$ cat config.mk
export PLATFORM = sky130hd
export DESIGN_NAME = rppsc_top
export DESIGN_NICKNAME = d
export VERILOG_FILES = /design/src/pkg/rppsc_pkg.sv /design/src/design/rppsc_top.sv
export VERILOG_INCLUDE_DIRS = /design/src /design/src/pkg
export SDC_FILE = /design/constraint.sdc
export NUM_CORES = 1
export LEC_CHECK = 0
export ABC_AREA = 0
export BUFFER_PORTS_ARGS = -buffer_cell sky130_fd_sc_hd__buf_4
export CAP_MARGIN = 10
export CORE_ASPECT_RATIO = 0.5
export CORE_UTILIZATION = 48
export CTS_BUF_LIST = sky130_fd_sc_hd__clkbuf_4
export DETAILED_ROUTE_END_ITERATION = 8
export PLACE_DENSITY = 0.75
export SLEW_MARGIN = 20
export SYNTH_ARGS = -nofsm -noshare
export SYNTH_HDL_FRONTEND = slang
export SYNTH_SLANG_ARGS = --single-unit
$ cat constraint.sdc
create_clock -name clk -period 1.7 [get_ports clk]
set_clock_uncertainty 0.1 [all_clocks]
set_input_delay 0.085 -clock clk [delete_from_list [all_inputs] [get_ports clk]]
set_output_delay 0.085 -clock clk [all_outputs]
set_load 0.01 [all_outputs]
$ cat src/pkg/rppsc_regs.svh
// register offsets, fields, reset values for the rx port page select block
// assumes byte-wide registers on an 8-bit i2c register address
`ifndef RPPSC_REGS_SVH
`define RPPSC_REGS_SVH
`define RPPSC_CAP_ADDR        8'h4a
`define RPPSC_EMB_ADDR        8'h4b
`define RPPSC_SEL_ADDR        8'h4c
`define RPPSC_PAGE_A_LO       8'h4d
`define RPPSC_PAGE_A_HI       8'h7f
`define RPPSC_PAGE_B_LO       8'hd0
`define RPPSC_PAGE_B_HI       8'hdf
`define RPPSC_CAP_RST         8'h00
`define RPPSC_EMB_RST         8'h12
`define RPPSC_CAP_CRC_BIT     4
`define RPPSC_SEL_PHYS_BIT    6
`define RPPSC_SEL_READ_BIT    4
`define RPPSC_SEL_WMASK       8'h13
`endif

$ cat src/pkg/rppsc_pkg.sv
// types for the rx port page select block
// assumes rppsc_regs.svh is on the include path
package rppsc_pkg;
    // one register access from a source
    typedef struct packed {
        logic       wr;
        logic       rd;
        logic       bcc;
        logic       link;
        logic [7:0] addr;
        logic [7:0] wdata;
    } rppsc_acc_s;
    // per-source page context
    typedef struct packed {
        logic       read_port;
        logic [1:0] write_en;
    } rppsc_page_s;
endpackage : rppsc_pkg

$ cat src/design/rppsc_top.sv
// rx port page select, link capability and raw embedded type control
// assumes one access per cycle from the i2c slave, source tagged local or back channel
// Contract
// - paged addresses 0x4d-0x7f and 0xd0-0xdf are steered by the source's page state
// - read selector bit 4 picks port 0 or port 1 for paged readback
// - local and each back-channel source keep independent page state
// - bit 6 reads 0 locally, carrying port number over back channel
// - read selector resets to 0 locally, to carrying port over back channel
// - write enables reset 0 locally; back channel sets only the carrying port
// - line count 0 forwards all as raw; 1..3 marks first lines embedded
// - embedded lines use the six-bit embedded code, reset 0x12
// - substitution ignored while the port receives csi-2 formatted data
// - crc flagging needs capability bit set and encoder crc disable clear
//
// notes for the next engineer
// - the paged banks live outside; only strobes, the page hit and the read choice leave here
// - three page contexts: local, back channel on port 0, back channel on port 1
// - a context is chosen from the tag on the access itself, so two sources
//   interleaving their accesses never see each other's selections
// - back-channel contexts take their carrying-port defaults at reset only;
//   they are not reloaded when a link drops, software rewrites them if needed
// - read data is one cycle late; the i2c slave must wait a cycle before using it
// - line counting saturates at three, the deepest substitution on offer
// - the crc flag is a one-cycle pulse per reported encoder crc error
// - shared registers hold every bit written, reserved ones included
//
`timescale 1ns/1ps
`include "rppsc_regs.svh"
module rppsc_top import rppsc_pkg::*; (
    // clock and reset
    input  wire logic       clk,
    input  wire logic       nrst,
    // register access
    input  wire rppsc_acc_s acc,
    output logic [7:0]      rdata,
    // paged register fabric
    output logic [1:0]      page_wr,
    output logic            page_rd_port,
    input  wire logic [7:0] page_rdata_0,
    input  wire logic [7:0] page_rdata_1,
    output logic            page_hit,
    // datapath controls
    input  wire logic       csi_mode,
    input  wire logic       frame_start,
    input  wire logic       long_pkt,
    input  wire logic [5:0] raw_type_code,
    output logic [5:0]      pkt_type_code,
    input  wire logic       encoder_crc_disable,
    input  wire logic       encoder_crc_err,
    output logic            encoder_crc_flag
);
    logic [7:0]  cap_q;
    logic [7:0]  emb_q;
    rppsc_page_s ctx_q [3];
    logic [1:0]  line_q;
    logic [1:0]  src;
    rppsc_page_s cur;
    logic [7:0]  sel_rd;

    // decoded fields of the shared registers
    logic [1:0]  emb_line_count;
    logic [5:0]  emb_code;
    logic        crc_flag_enable;

    // access qualifiers, decoded once so every process sees the same hit
    logic        wr_sel;
    logic        wr_cap;
    logic        wr_emb;
    logic        rd_sel;
    logic        rd_cap;
    logic        rd_emb;

    // datapath gates and the next line count
    logic        sub_active;
    logic        crc_gate;
    logic [1:0]  line_d;

    // exact register address match, shared by the write and read decoders
    function automatic logic addr_is(input logic [7:0] a, input logic [7:0] r);
        addr_is = (a == r);
    endfunction : addr_is

    // readback bank choice; the bank not chosen is never looked at
    function automatic logic [7:0] bank_pick(input logic       p,
                                             input logic [7:0] b0,
                                             input logic [7:0] b1);
        bank_pick = p ? b1 : b0;
    endfunction : bank_pick

    // field views of the shared registers
    assign emb_line_count  = emb_q[7:6];
    assign emb_code        = emb_q[5:0];
    assign crc_flag_enable = cap_q[`RPPSC_CAP_CRC_BIT];

    // write strobes per shared register; a paged write never matches these
    assign wr_sel = acc.wr && addr_is(acc.addr, `RPPSC_SEL_ADDR);
    assign wr_cap = acc.wr && addr_is(acc.addr, `RPPSC_CAP_ADDR);
    assign wr_emb = acc.wr && addr_is(acc.addr, `RPPSC_EMB_ADDR);

    // read strobes per shared register
    assign rd_sel = acc.rd && addr_is(acc.addr, `RPPSC_SEL_ADDR);
    assign rd_cap = acc.rd && addr_is(acc.addr, `RPPSC_CAP_ADDR);
    assign rd_emb = acc.rd && addr_is(acc.addr, `RPPSC_EMB_ADDR);

    // substitution only in raw mode and only for the first lines of a frame
    assign sub_active = !csi_mode && (line_q < emb_line_count);

    // two gates in series; either one alone keeps the flag quiet
    assign crc_gate = crc_flag_enable & ~encoder_crc_disable;

    // next line count; saturating so a long frame never wraps into substitution
    always_comb begin
        line_d = line_q;
        if (frame_start)
            line_d = 2'd0;
        else if (long_pkt && line_q != 2'd3)
            line_d = line_q + 2'd1;
    end

    function automatic logic is_paged(input logic [7:0] a);
        is_paged = (a >= `RPPSC_PAGE_A_LO && a <= `RPPSC_PAGE_A_HI) ||
                   (a >= `RPPSC_PAGE_B_LO && a <= `RPPSC_PAGE_B_HI);
    endfunction : is_paged

    // source index: 0 local, 1 back channel port 0, 2 back channel port 1
    assign src = acc.bcc ? (acc.link ? 2'd2 : 2'd1) : 2'd0;
    assign cur = ctx_q[src];
    assign page_hit = is_paged(acc.addr);
    assign page_rd_port = cur.read_port;
    assign page_wr = (acc.wr && page_hit) ? cur.write_en : 2'b00;

    // select register view; reserved bits zero
    always_comb begin
        sel_rd = 8'h00;
        sel_rd[`RPPSC_SEL_PHYS_BIT] = acc.bcc & acc.link;
        sel_rd[`RPPSC_SEL_READ_BIT] = cur.read_port;
        sel_rd[1:0] = cur.write_en;
    end

    // page contexts; back channel defaults follow the carrying port
    // only the context of the source making this access is written, so a
    // remote host paging its own view can never redirect a local write
    // reserved select bits are not stored at all, hence read back as zero
    always_ff @(posedge clk) begin
        if (!nrst) begin
            ctx_q[0] <= '{read_port: 1'b0, write_en: 2'b00};
            ctx_q[1] <= '{read_port: 1'b0, write_en: 2'b01};
            ctx_q[2] <= '{read_port: 1'b1, write_en: 2'b10};
        end else if (wr_sel) begin
            ctx_q[src].read_port <= acc.wdata[`RPPSC_SEL_READ_BIT];
            ctx_q[src].write_en  <= acc.wdata[1:0];
        end
    end

    // capability register, shared by all sources; only bit 4 has a job here
    always_ff @(posedge clk) begin
        if (!nrst)
            cap_q <= `RPPSC_CAP_RST;
        else if (wr_cap)
            cap_q <= acc.wdata;
    end

    // embedded type register, shared by all sources
    always_ff @(posedge clk) begin
        if (!nrst)
            emb_q <= `RPPSC_EMB_RST;
        else if (wr_emb)
            emb_q <= acc.wdata;
    end

    // read data registered one cycle after the read strobe
    always_ff @(posedge clk) begin
        if (!nrst) begin
            rdata <= 8'h00;
        end else if (acc.rd) begin
            if (page_hit)
                rdata <= bank_pick(cur.read_port, page_rdata_0, page_rdata_1);
            else if (rd_cap)
                rdata <= cap_q;
            else if (rd_emb)
                rdata <= emb_q;
            else if (rd_sel)
                rdata <= sel_rd;
            else
                rdata <= 8'h00;
        end
    end

    // long packets seen since frame start, saturating at three
    always_ff @(posedge clk) begin
        if (!nrst)
            line_q <= 2'd0;
        else
            line_q <= line_d;
    end

    // type substitution; csi mode keeps the incoming code
    always_ff @(posedge clk) begin
        if (!nrst)
            pkt_type_code <= 6'h00;
        else if (sub_active)
            pkt_type_code <= emb_code;
        else
            pkt_type_code <= raw_type_code;
    end

    // crc flag needs both the capability bit and the disable cleared
    always_ff @(posedge clk) begin
        if (!nrst)
            encoder_crc_flag <= 1'b0;
        else
            encoder_crc_flag <= encoder_crc_err & crc_gate;
    end
endmodule : rppsc_top

==> results.txt, run 1 <==
----------------------------------------------------
[Routing]
  Total wire length ... 5.74 mm
  Routed length on met1 ... 2.62 mm
  Met2 layer wire length in the routed design ... 2.78 mm
  Total via count in the routed design ... 2124
  Remaining design rule violation count ... 0
  Antenna-violating nets left ... 0
  Number of detailed-routing iterations run before antenna repair ... 4
  Iteration-0 DRC Markers ... 102
  Routed met3 length ... 214 um
  Number of vias per cell after detailed routing ... 5.26
  Top layer reached by signal wires ... met4
  Detail-routed net length per standard cell ... 14.2 um

[Clock network]
  CTS tree ... yes
  Worst skew pair latency ... 0.36 ns
  CTS Sinks ... 42
  Total CTS buffers ... 5
  Clock H-tree levels ... 2
  Clock Root Buffer ... clkbuf_4
  CTS max path bufs ... 2
  CTS clk-pin slew, worst paths ... 0.12 ns

[GRT]
  First-pass GRT wire length ... 9.23 mm
  Number of global-route vias before repair ... 2022
  GR Overflow Total ... 0
  Overall fraction of global-route tracks in use ... 24.4%
  Antenna violations before repair ... 0
  Maximum number of pins on one net before global-route repair ... 36

[Worst hold path]
  Worst min path class ... input port to flip-flop

[Floorplan]
  Site row count ... 17
  Die Span X ... 99.5 um
  Area of the die ... 0.00505 mm^2
  Area of the core ... 0.00449 mm^2
  Chip height ... 50.8 um
  Starting Density ... 50.9%
  Ports placed on the boundary ... 68

[Synthesis]
  EDFF count, synth ... 9
  Flops & latches, synth ... 42
  Post-synth cell types ... 42
  Cells after synthesis ... 234
  Synthesized cell area ... 0.00228 mm^2
  Sequential fraction of the synthesis area ... 40.8%
  Async set-or-reset flop fraction in the synthesized netlist ... 0%
  Avg Synthesized Cell Area ... 9.75 um^2
  Most used flip-flop cell after synthesis ... dfxtp_1
  Yosys warns ... 0
  Post-synthesis net count ... 285

[Setup path]
  Required time of the critical path ... 1.51 ns
  Critical path fanouts, max ... 10
  CP arrival ... 1.41 ns
  Path type of the worst setup path ... flip-flop to output pin
  Capture point of the worst reg-to-reg path ... pkt_type_code[4]
  Startpoint kind of the worst setup timing path ... flip-flop
  Last element of the critical path ... page_rd_port
  Timing startpoint of the critical path ... ctx_q[1][2]
  CP endpoint kind ... output pin
  Launching point of the worst reg2reg path ... emb_q[7]
  Worst Reg2Reg Path Length in Cells ... 6
  Reg-to-reg setup timing slack ... 0.14 ns

[Power]
  VDD IR max ... 0.351 mV
  Total chip power ... 2.02 mW
  Leakage power summed over all cells ... 1.51 nW
  Cell area power density ... 619 mW/mm^2

[Timing]
  Highest achievable clock rate ... 0.627 GHz
  Tightest slew margin relative to the limit ... 73.9%
  RSZ-0062 raised after global routing ... false
  Setup TNS ... 0 ns
  Worst-margin pin slew ... 0.390 ns
  Hold violation total from the final report ... 0
  Slew Viols, Final ... 0
  Final critical path time including I/O delays and setup ... 1.60 ns
  Final period util ... 93.9%
  Count of endpoints failing setup in the final report ... 0

[Layout]
  Share of final-layout standard cells stronger than drive strength 1 ... 29.3%
  Net count of the finished layout ... 388
  ANT cells ... 0
  Layout Area Growth over Synthesis ... 42.9%

[Placement]
  Placed wire-length estimate ... 4.00 mm
  GP Congestion ... 0.825
  I/O Buffers ... 67

[Run status]
  Status ... complete, no violations

[Run]
  Max-capacitance violation count ... 0

----------------------------------------------------
cells by family (layout without fill, tap and decap cells):
group | Yosys count | after routing | share of synthesized area (%)
compound gates | 50 | 50 | 15.2
buf+inv | 23 | 127 | 4.06
flops | 42 | 42 | 40.8
simple gates | 82 | 82 | 23.6
mux | 34 | 34 | 14.9
xor+xnor | 1 | 1 | 0.384
fa+ha+maj | 2 | 2 | 1.10
final cells by class:
| cell class | count | area [um^2] |
|---|---|---|
| repair buffers | 108 | 878 |
| well taps | 66 | 82.6 |
| multi-input cells | 169 | 1270 |
| flip-flops and latches | 42 | 932 |
| fillers | 340 | 1230 |
| clock buffers | 8 | 60.1 |
| inverters | 11 | 41.3 |
through the flow:
stage               setup WS, ns  cell area [um^2]  cells  utilization (%)  hold slack (ns)
finish                     0.104              3260    404             72.7           0.0804
global route              0.0219              3260    404             72.7           0.0914
CTS                       0.0394              3250    402             72.3           0.0730
detailed placement        0.0172              2900    366             64.6            0.248
global placement          0.0871              2900    366             64.6            0.238
floorplan                 0.0788              2280    234                -            0.110
how the worst min path moves through the flow:
stage                           from               end  slack (ns)  cells past startpoint
finish                          nrst          emb_q[1]        0.08                      3
global route                 acc[14]       ctx_q[1][0]        0.09                      4
CTS                         long_pkt         line_q[0]        0.07                      4
detailed placement  raw_type_code[2]  pkt_type_code[2]        0.25                      3
global placement              acc[4]          emb_q[4]        0.24                      3
floorplan                     acc[1]          emb_q[1]        0.11                      2
power by group:
group	internal (mW)	switching, mW	leakage, nW	total (mW)
Combinational	0.233	0.181	1.11	0.414
Clock	0.213	0.326	0.0368	0.539
Sequential	1.05	0.0150	0.357	1.06
Total	1.50	0.522	1.51	2.02
layer usage:
metal	up-vias	GRT usage (%)
met1	1008	30.4
met5	-	0
met2	48	42.2
met4	0	9.56
li1	1054	-
met3	14	4.87
critical path, cell delays in order, from the launching register on:
cell and delay, ns:
edfxtp_1 0.34, mux2i_1 0.06, buf_4 0.17, a21oi_4 0.29
buf_4 0.18
flip-flops by register name, summed over array words and instances (netlist names):
register and cells:
rdata 8, encoder_crc_flag 1, emb_q 8, cap_q 8
ctx_q 9, pkt_type_code 6, line_q 2
cell usage after synthesis, types with 5 or more instances:
master	count	area, um^2
inv_1	11	41.3
mux2i_1	34	340
o21ai_0	18	90.1
nand2b_1	8	50.1
nor2_1	7	26.3
edfxtp_1	9	270
dfxtp_1	33	661
and3_1	5	31.3
clkbuf_1	9	33.8
nand2_1	9	33.8
a211oi_1	5	37.5
nor2b_1	26	163
repair_timing:
| item | in CTS | in global routing |
|---|---|---|
| gates resized for setup | 1 | 1 |
| buffers inserted | 0 | 2 |
| hold endpoints to repair | 40 | 0 |
| setup endpoints to repair | 1 | 3 |
| hold buffers | 28 | 0 |
cell usage in the layout (no fill, tap or decap), types with 5 or more instances in the layout:
cell type,n
nand2b_1,8
nor2_1,7
clkbuf_4,8
nand2_1,9
edfxtp_1,9
dfxtp_1,32
a211oi_1,5
dlygate4sd3_1,28
buf_4,79
o21ai_0,18
nor2b_1,26
inv_1,11
mux2i_1,34
and3_1,5
(Power assumes the default switching activity.)
==> run 2, diff against run 1 <==
--- a/config.mk
+++ b/config.mk
@@ -6,11 +6,11 @@
 export SDC_FILE = /design/constraint.sdc
 export NUM_CORES = 1
 export LEC_CHECK = 0
-export ABC_AREA = 0
+export ABC_AREA = 1
 export BUFFER_PORTS_ARGS = -buffer_cell sky130_fd_sc_hd__buf_4
 export CAP_MARGIN = 10
 export CORE_ASPECT_RATIO = 0.5
-export CORE_UTILIZATION = 48
+export CORE_UTILIZATION = 47
 export CTS_BUF_LIST = sky130_fd_sc_hd__clkbuf_4
 export DETAILED_ROUTE_END_ITERATION = 8
 export PLACE_DENSITY = 0.75
==> results.txt, run 2 <==
----------------------------------------------------
[Run status]
  Status ... complete, no violations (unchanged)

[Synthesis]
  Cells after synthesis ... 305 (was 234)
  Synthesized cell area ... 0.00211 mm^2 (was 0.00228 mm^2)
  Synthesized-area fraction occupied by and/or/nand/nor cells ... 28.6% (was 23.6%)
  Cell taking the most area after synthesis ... dfxtp_1 (unchanged)
  EDFF count, synth ... 9 (unchanged)
  Avg Synthesized Cell Area ... 6.92 um^2 (was 9.75 um^2)
  Adder-Cell Fraction of Synth Area ... 1.19% (was 1.10%)
  Flops & latches, synth ... 42 (unchanged)
  Post-synthesis net count ... 356 (was 285)
  Sequential fraction of the synthesis area ... 44.1% (was 40.8%)
  Async set-or-reset flop fraction in the synthesized netlist ... 0% (unchanged)
  Cell with the most instances after synthesis ... nand2_1 (was mux2i_1)
  Synth Area in XOR/XNOR ... 0% (was 0.384%)
  Most instantiated cells after synthesis ... nand2_1, inv_1, dfxtp_1 (was mux2i_1, dfxtp_1, nor2b_1)
  Share of synthesized area spent on multiplexers ... 0% (was 14.9%)
  Post-synthesis compound-gate area fraction ... 14.6% (was 15.2%)
  Yosys warns ... 0 (unchanged)
  Dominant combinational cell family by area after synthesis ... simple AND/OR/NAND/NOR gates (unchanged)
  Fraction of synthesized cell area taken by the top area cell type ... 31.3% (was 28.9%)
  Synth top area cells ... dfxtp_1, nand2_1, edfxtp_1 (was dfxtp_1, mux2i_1, edfxtp_1)
  Post-synth cell types ... 26 (was 42)
  Most used flip-flop cell after synthesis ... dfxtp_1 (unchanged)

[GRT]
  Number of global-route vias before repair ... 2088 (was 2022)
  First-pass GRT wire length ... 9.55 mm (was 9.23 mm)
  GR Overflow Total ... 0 (unchanged)
  Overall fraction of global-route tracks in use ... 26.0% (was 24.4%)
  Antenna violations before repair ... 0 (unchanged)
  Maximum number of pins on one net before global-route repair ... 23 (was 36)

[Floorplan]
  Site row count ... 16 (was 17)
  Area of the core ... 0.00410 mm^2 (was 0.00449 mm^2)
  Starting Density ... 51.4% (was 50.9%)
  Die Span X ... 96.8 um (was 99.5 um)
  Chip height ... 49.4 um (was 50.8 um)
  Area of the die ... 0.00478 mm^2 (was 0.00505 mm^2)
  Ports placed on the boundary ... 68 (unchanged)

[Layout]
  Layout Area Growth over Synthesis ... 42.1% (was 42.9%)
  Share of final-layout standard cells stronger than drive strength 1 ... 23.6% (was 29.3%)
  ANT cells ... 0 (unchanged)
  Final cell count without fillers ... 453 (was 404)
  Flip-flop count of the largest register after layout ... 9 (unchanged)
  Most common cell after layout, fill and taps aside ... nand2_1 (was buf_4)
  Net count of the finished layout ... 449 (was 388)
  Finished layout cell area ... 0.00300 mm^2 (was 0.00326 mm^2)
  Top reg by flops ... ctx_q (unchanged)
  Most frequent cells in the layout ... nand2_1, buf_4, inv_1 (was buf_4, mux2i_1, dfxtp_1)

[Routing]
  Antenna-violating nets left ... 0 (unchanged)
  Detail-routed net length per standard cell ... 12.9 um (was 14.2 um)
  Total via count in the routed design ... 2199 (was 2124)
  Number of detailed-routing iterations run before antenna repair ... 4 (unchanged)
  Iteration-0 DRC Markers ... 108 (was 102)
  Remaining design rule violation count ... 0 (unchanged)
  Number of vias per cell after detailed routing ... 4.85 (was 5.26)
  Total wire length ... 5.83 mm (was 5.74 mm)

[Setup path]
  Required time of the critical path ... 1.91 ns (was 1.51 ns)
  Startpoint kind of the worst setup timing path ... input port (was flip-flop)
  Launching point of the worst reg2reg path ... emb_q[7] (unchanged)
  Capture point of the worst reg-to-reg path ... pkt_type_code[0] (was pkt_type_code[4])
  CP endpoint kind ... flip-flop (was output pin)
  Path type of the worst setup path ... input port to flip-flop (was flip-flop to output pin)
  Worst Reg2Reg Path Length in Cells ... 7 (was 6)
  CP arrival ... 1.81 ns (was 1.41 ns)
  Critical path fanouts, max ... 22 (was 10)
  Reg-to-reg setup timing slack ... 0.20 ns (was 0.14 ns)

[Worst hold path]
  Hold Crit Depth ... 7 (was 3)
  Worst min path class ... input port to flip-flop (unchanged)
  WHS Endpoint ... rdata[6] (was emb_q[1])
  Startpoint of the lowest-slack hold path ... page_rdata_1[6] (was nrst)

[Clock network]
  CTS tree ... yes (unchanged)
  Worst skew pair latency ... 0.37 ns (was 0.36 ns)
  CTS clk-pin slew, worst paths ... 0.12 ns (about the same)
  Clock Root Buffer ... clkbuf_4 (unchanged)
  Clock H-tree levels ... 2 (unchanged)
  CTS Sinks ... 42 (unchanged)
  Total CTS buffers ... 5 (unchanged)
  CTS max path bufs ... 2 (unchanged)

[Placement]
  Post-placement cell area ... 0.00266 mm^2 (was 0.00290 mm^2)
  Placed wire-length estimate ... 4.35 mm (was 4.00 mm)
  I/O Buffers ... 67 (unchanged)
  GP Congestion ... 0.894 (was 0.825)
  Number of cells in the design after placement ... 420 (was 366)

[Timing]
  RSZ-0062 raised after global routing ... false (unchanged)
  Final period util ... 94.3% (was 93.9%)
  Setup TNS ... 0 ns (unchanged)
  Tightest slew margin relative to the limit ... 77.1% (was 73.9%)
  Count of endpoints failing setup in the final report ... 0 (unchanged)
  Final critical path time including I/O delays and setup ... 1.60 ns (about the same)
  Slew Viols, Final ... 0 (unchanged)
  Highest achievable clock rate ... 0.624 GHz (was 0.627 GHz)
  Worst-margin pin slew ... 0.343 ns (was 0.390 ns)
  Hold violation total from the final report ... 0 (unchanged)

[Power]
  Cell area power density ... 700 mW/mm^2 (was 619 mW/mm^2)
  Leakage power summed over all cells ... 1.44 nW (was 1.51 nW)
  VDD IR max ... 0.393 mV (was 0.351 mV)

[Run]
  Max-capacitance violation count ... 0 (unchanged)

----------------------------------------------------
-- run 2: how the worst max path moves through the flow --
stage / start / to / cells past startpoint
after floorplan: emb_q[7] / pkt_type_code[0] / 7
after detailed placement: emb_q[7] / pkt_type_code[3] / 7
after global placement: emb_q[7] / pkt_type_code[3] / 7
final: nrst / encoder_crc_flag / 6
after CTS: ctx_q[2][2] / page_rd_port / 3
after global routing: emb_q[7] / pkt_type_code[0] / 7
-- run 2: cell families (layout without fill, tap and decap cells) --
kind of cell / after synthesis / count (layout)
buffers and inverters: 61 / 155
AO/OA/AOI/OAI: 60 / 60
adder cells (fa/ha/maj): 2 / 2
flip-flops: 42 / 42
AND/OR/NAND/NOR: 140 / 140
-- run 2: final cells by class --
type / instances / area [um^2]
Sequential cell: 42 / 931
Tap cell: 54 / 67.6
Timing Repair inverter: 1 / 7.51
Timing Repair Buffer: 94 / 766
Fill cell: 320 / 1100
Clock inverter: 2 / 36.3
Clock buffer: 6 / 45.0
Inverter: 52 / 199
Multi-Input combinational cell: 202 / 948
-- run 2: what timing repair did --
action	in CTS	in global routing
hold buffers	24	0
resized for setup	0	6
setup endpoints to repair	0	12
endpoints found under the hold margin	33	0
setup buffers	0	0
-- run 2: where the power goes --
| part | switching, mW | leakage, nW | internal (mW) |
|---|---|---|---|
| Combinational | 0.181 | 1.03 | 0.189 |
| Clock | 0.341 | 0.0462 | 0.328 |
| Sequential | 0.0136 | 0.356 | 1.05 |
-- run 2: worst max-delay path: stages --
cell and delay, ns:
dlygate4sd3_1 0.54, buf_4 0.18, buf_4 0.25, nand2_1 0.08, nor3_1 0.11, dlygate4sd3_1 0.57
-- run 2: per-layer routing --
layer,wire (um),up-vias,global-route usage (%)
li1,-,1154,-
met1,2700,971,34.3
met2,2760,67,43.8
met3,304,7,4.87
met4,61,0,7.46
met5,0,-,0
-- run 2: through the flow --
stage	utilization (%)	setup slack [ns]	power, mW	hold slack (ns)
floorplan	-	0.346	1.24	0.0620
global placement	64.7	0.159	1.39	0.147
detailed placement	64.7	0.105	1.40	0.159
CTS	72.5	0.0245	2.10	0.0360
global route	73.1	0.00296	2.20	0.0820
finish	73.1	0.0973	2.10	0.0478
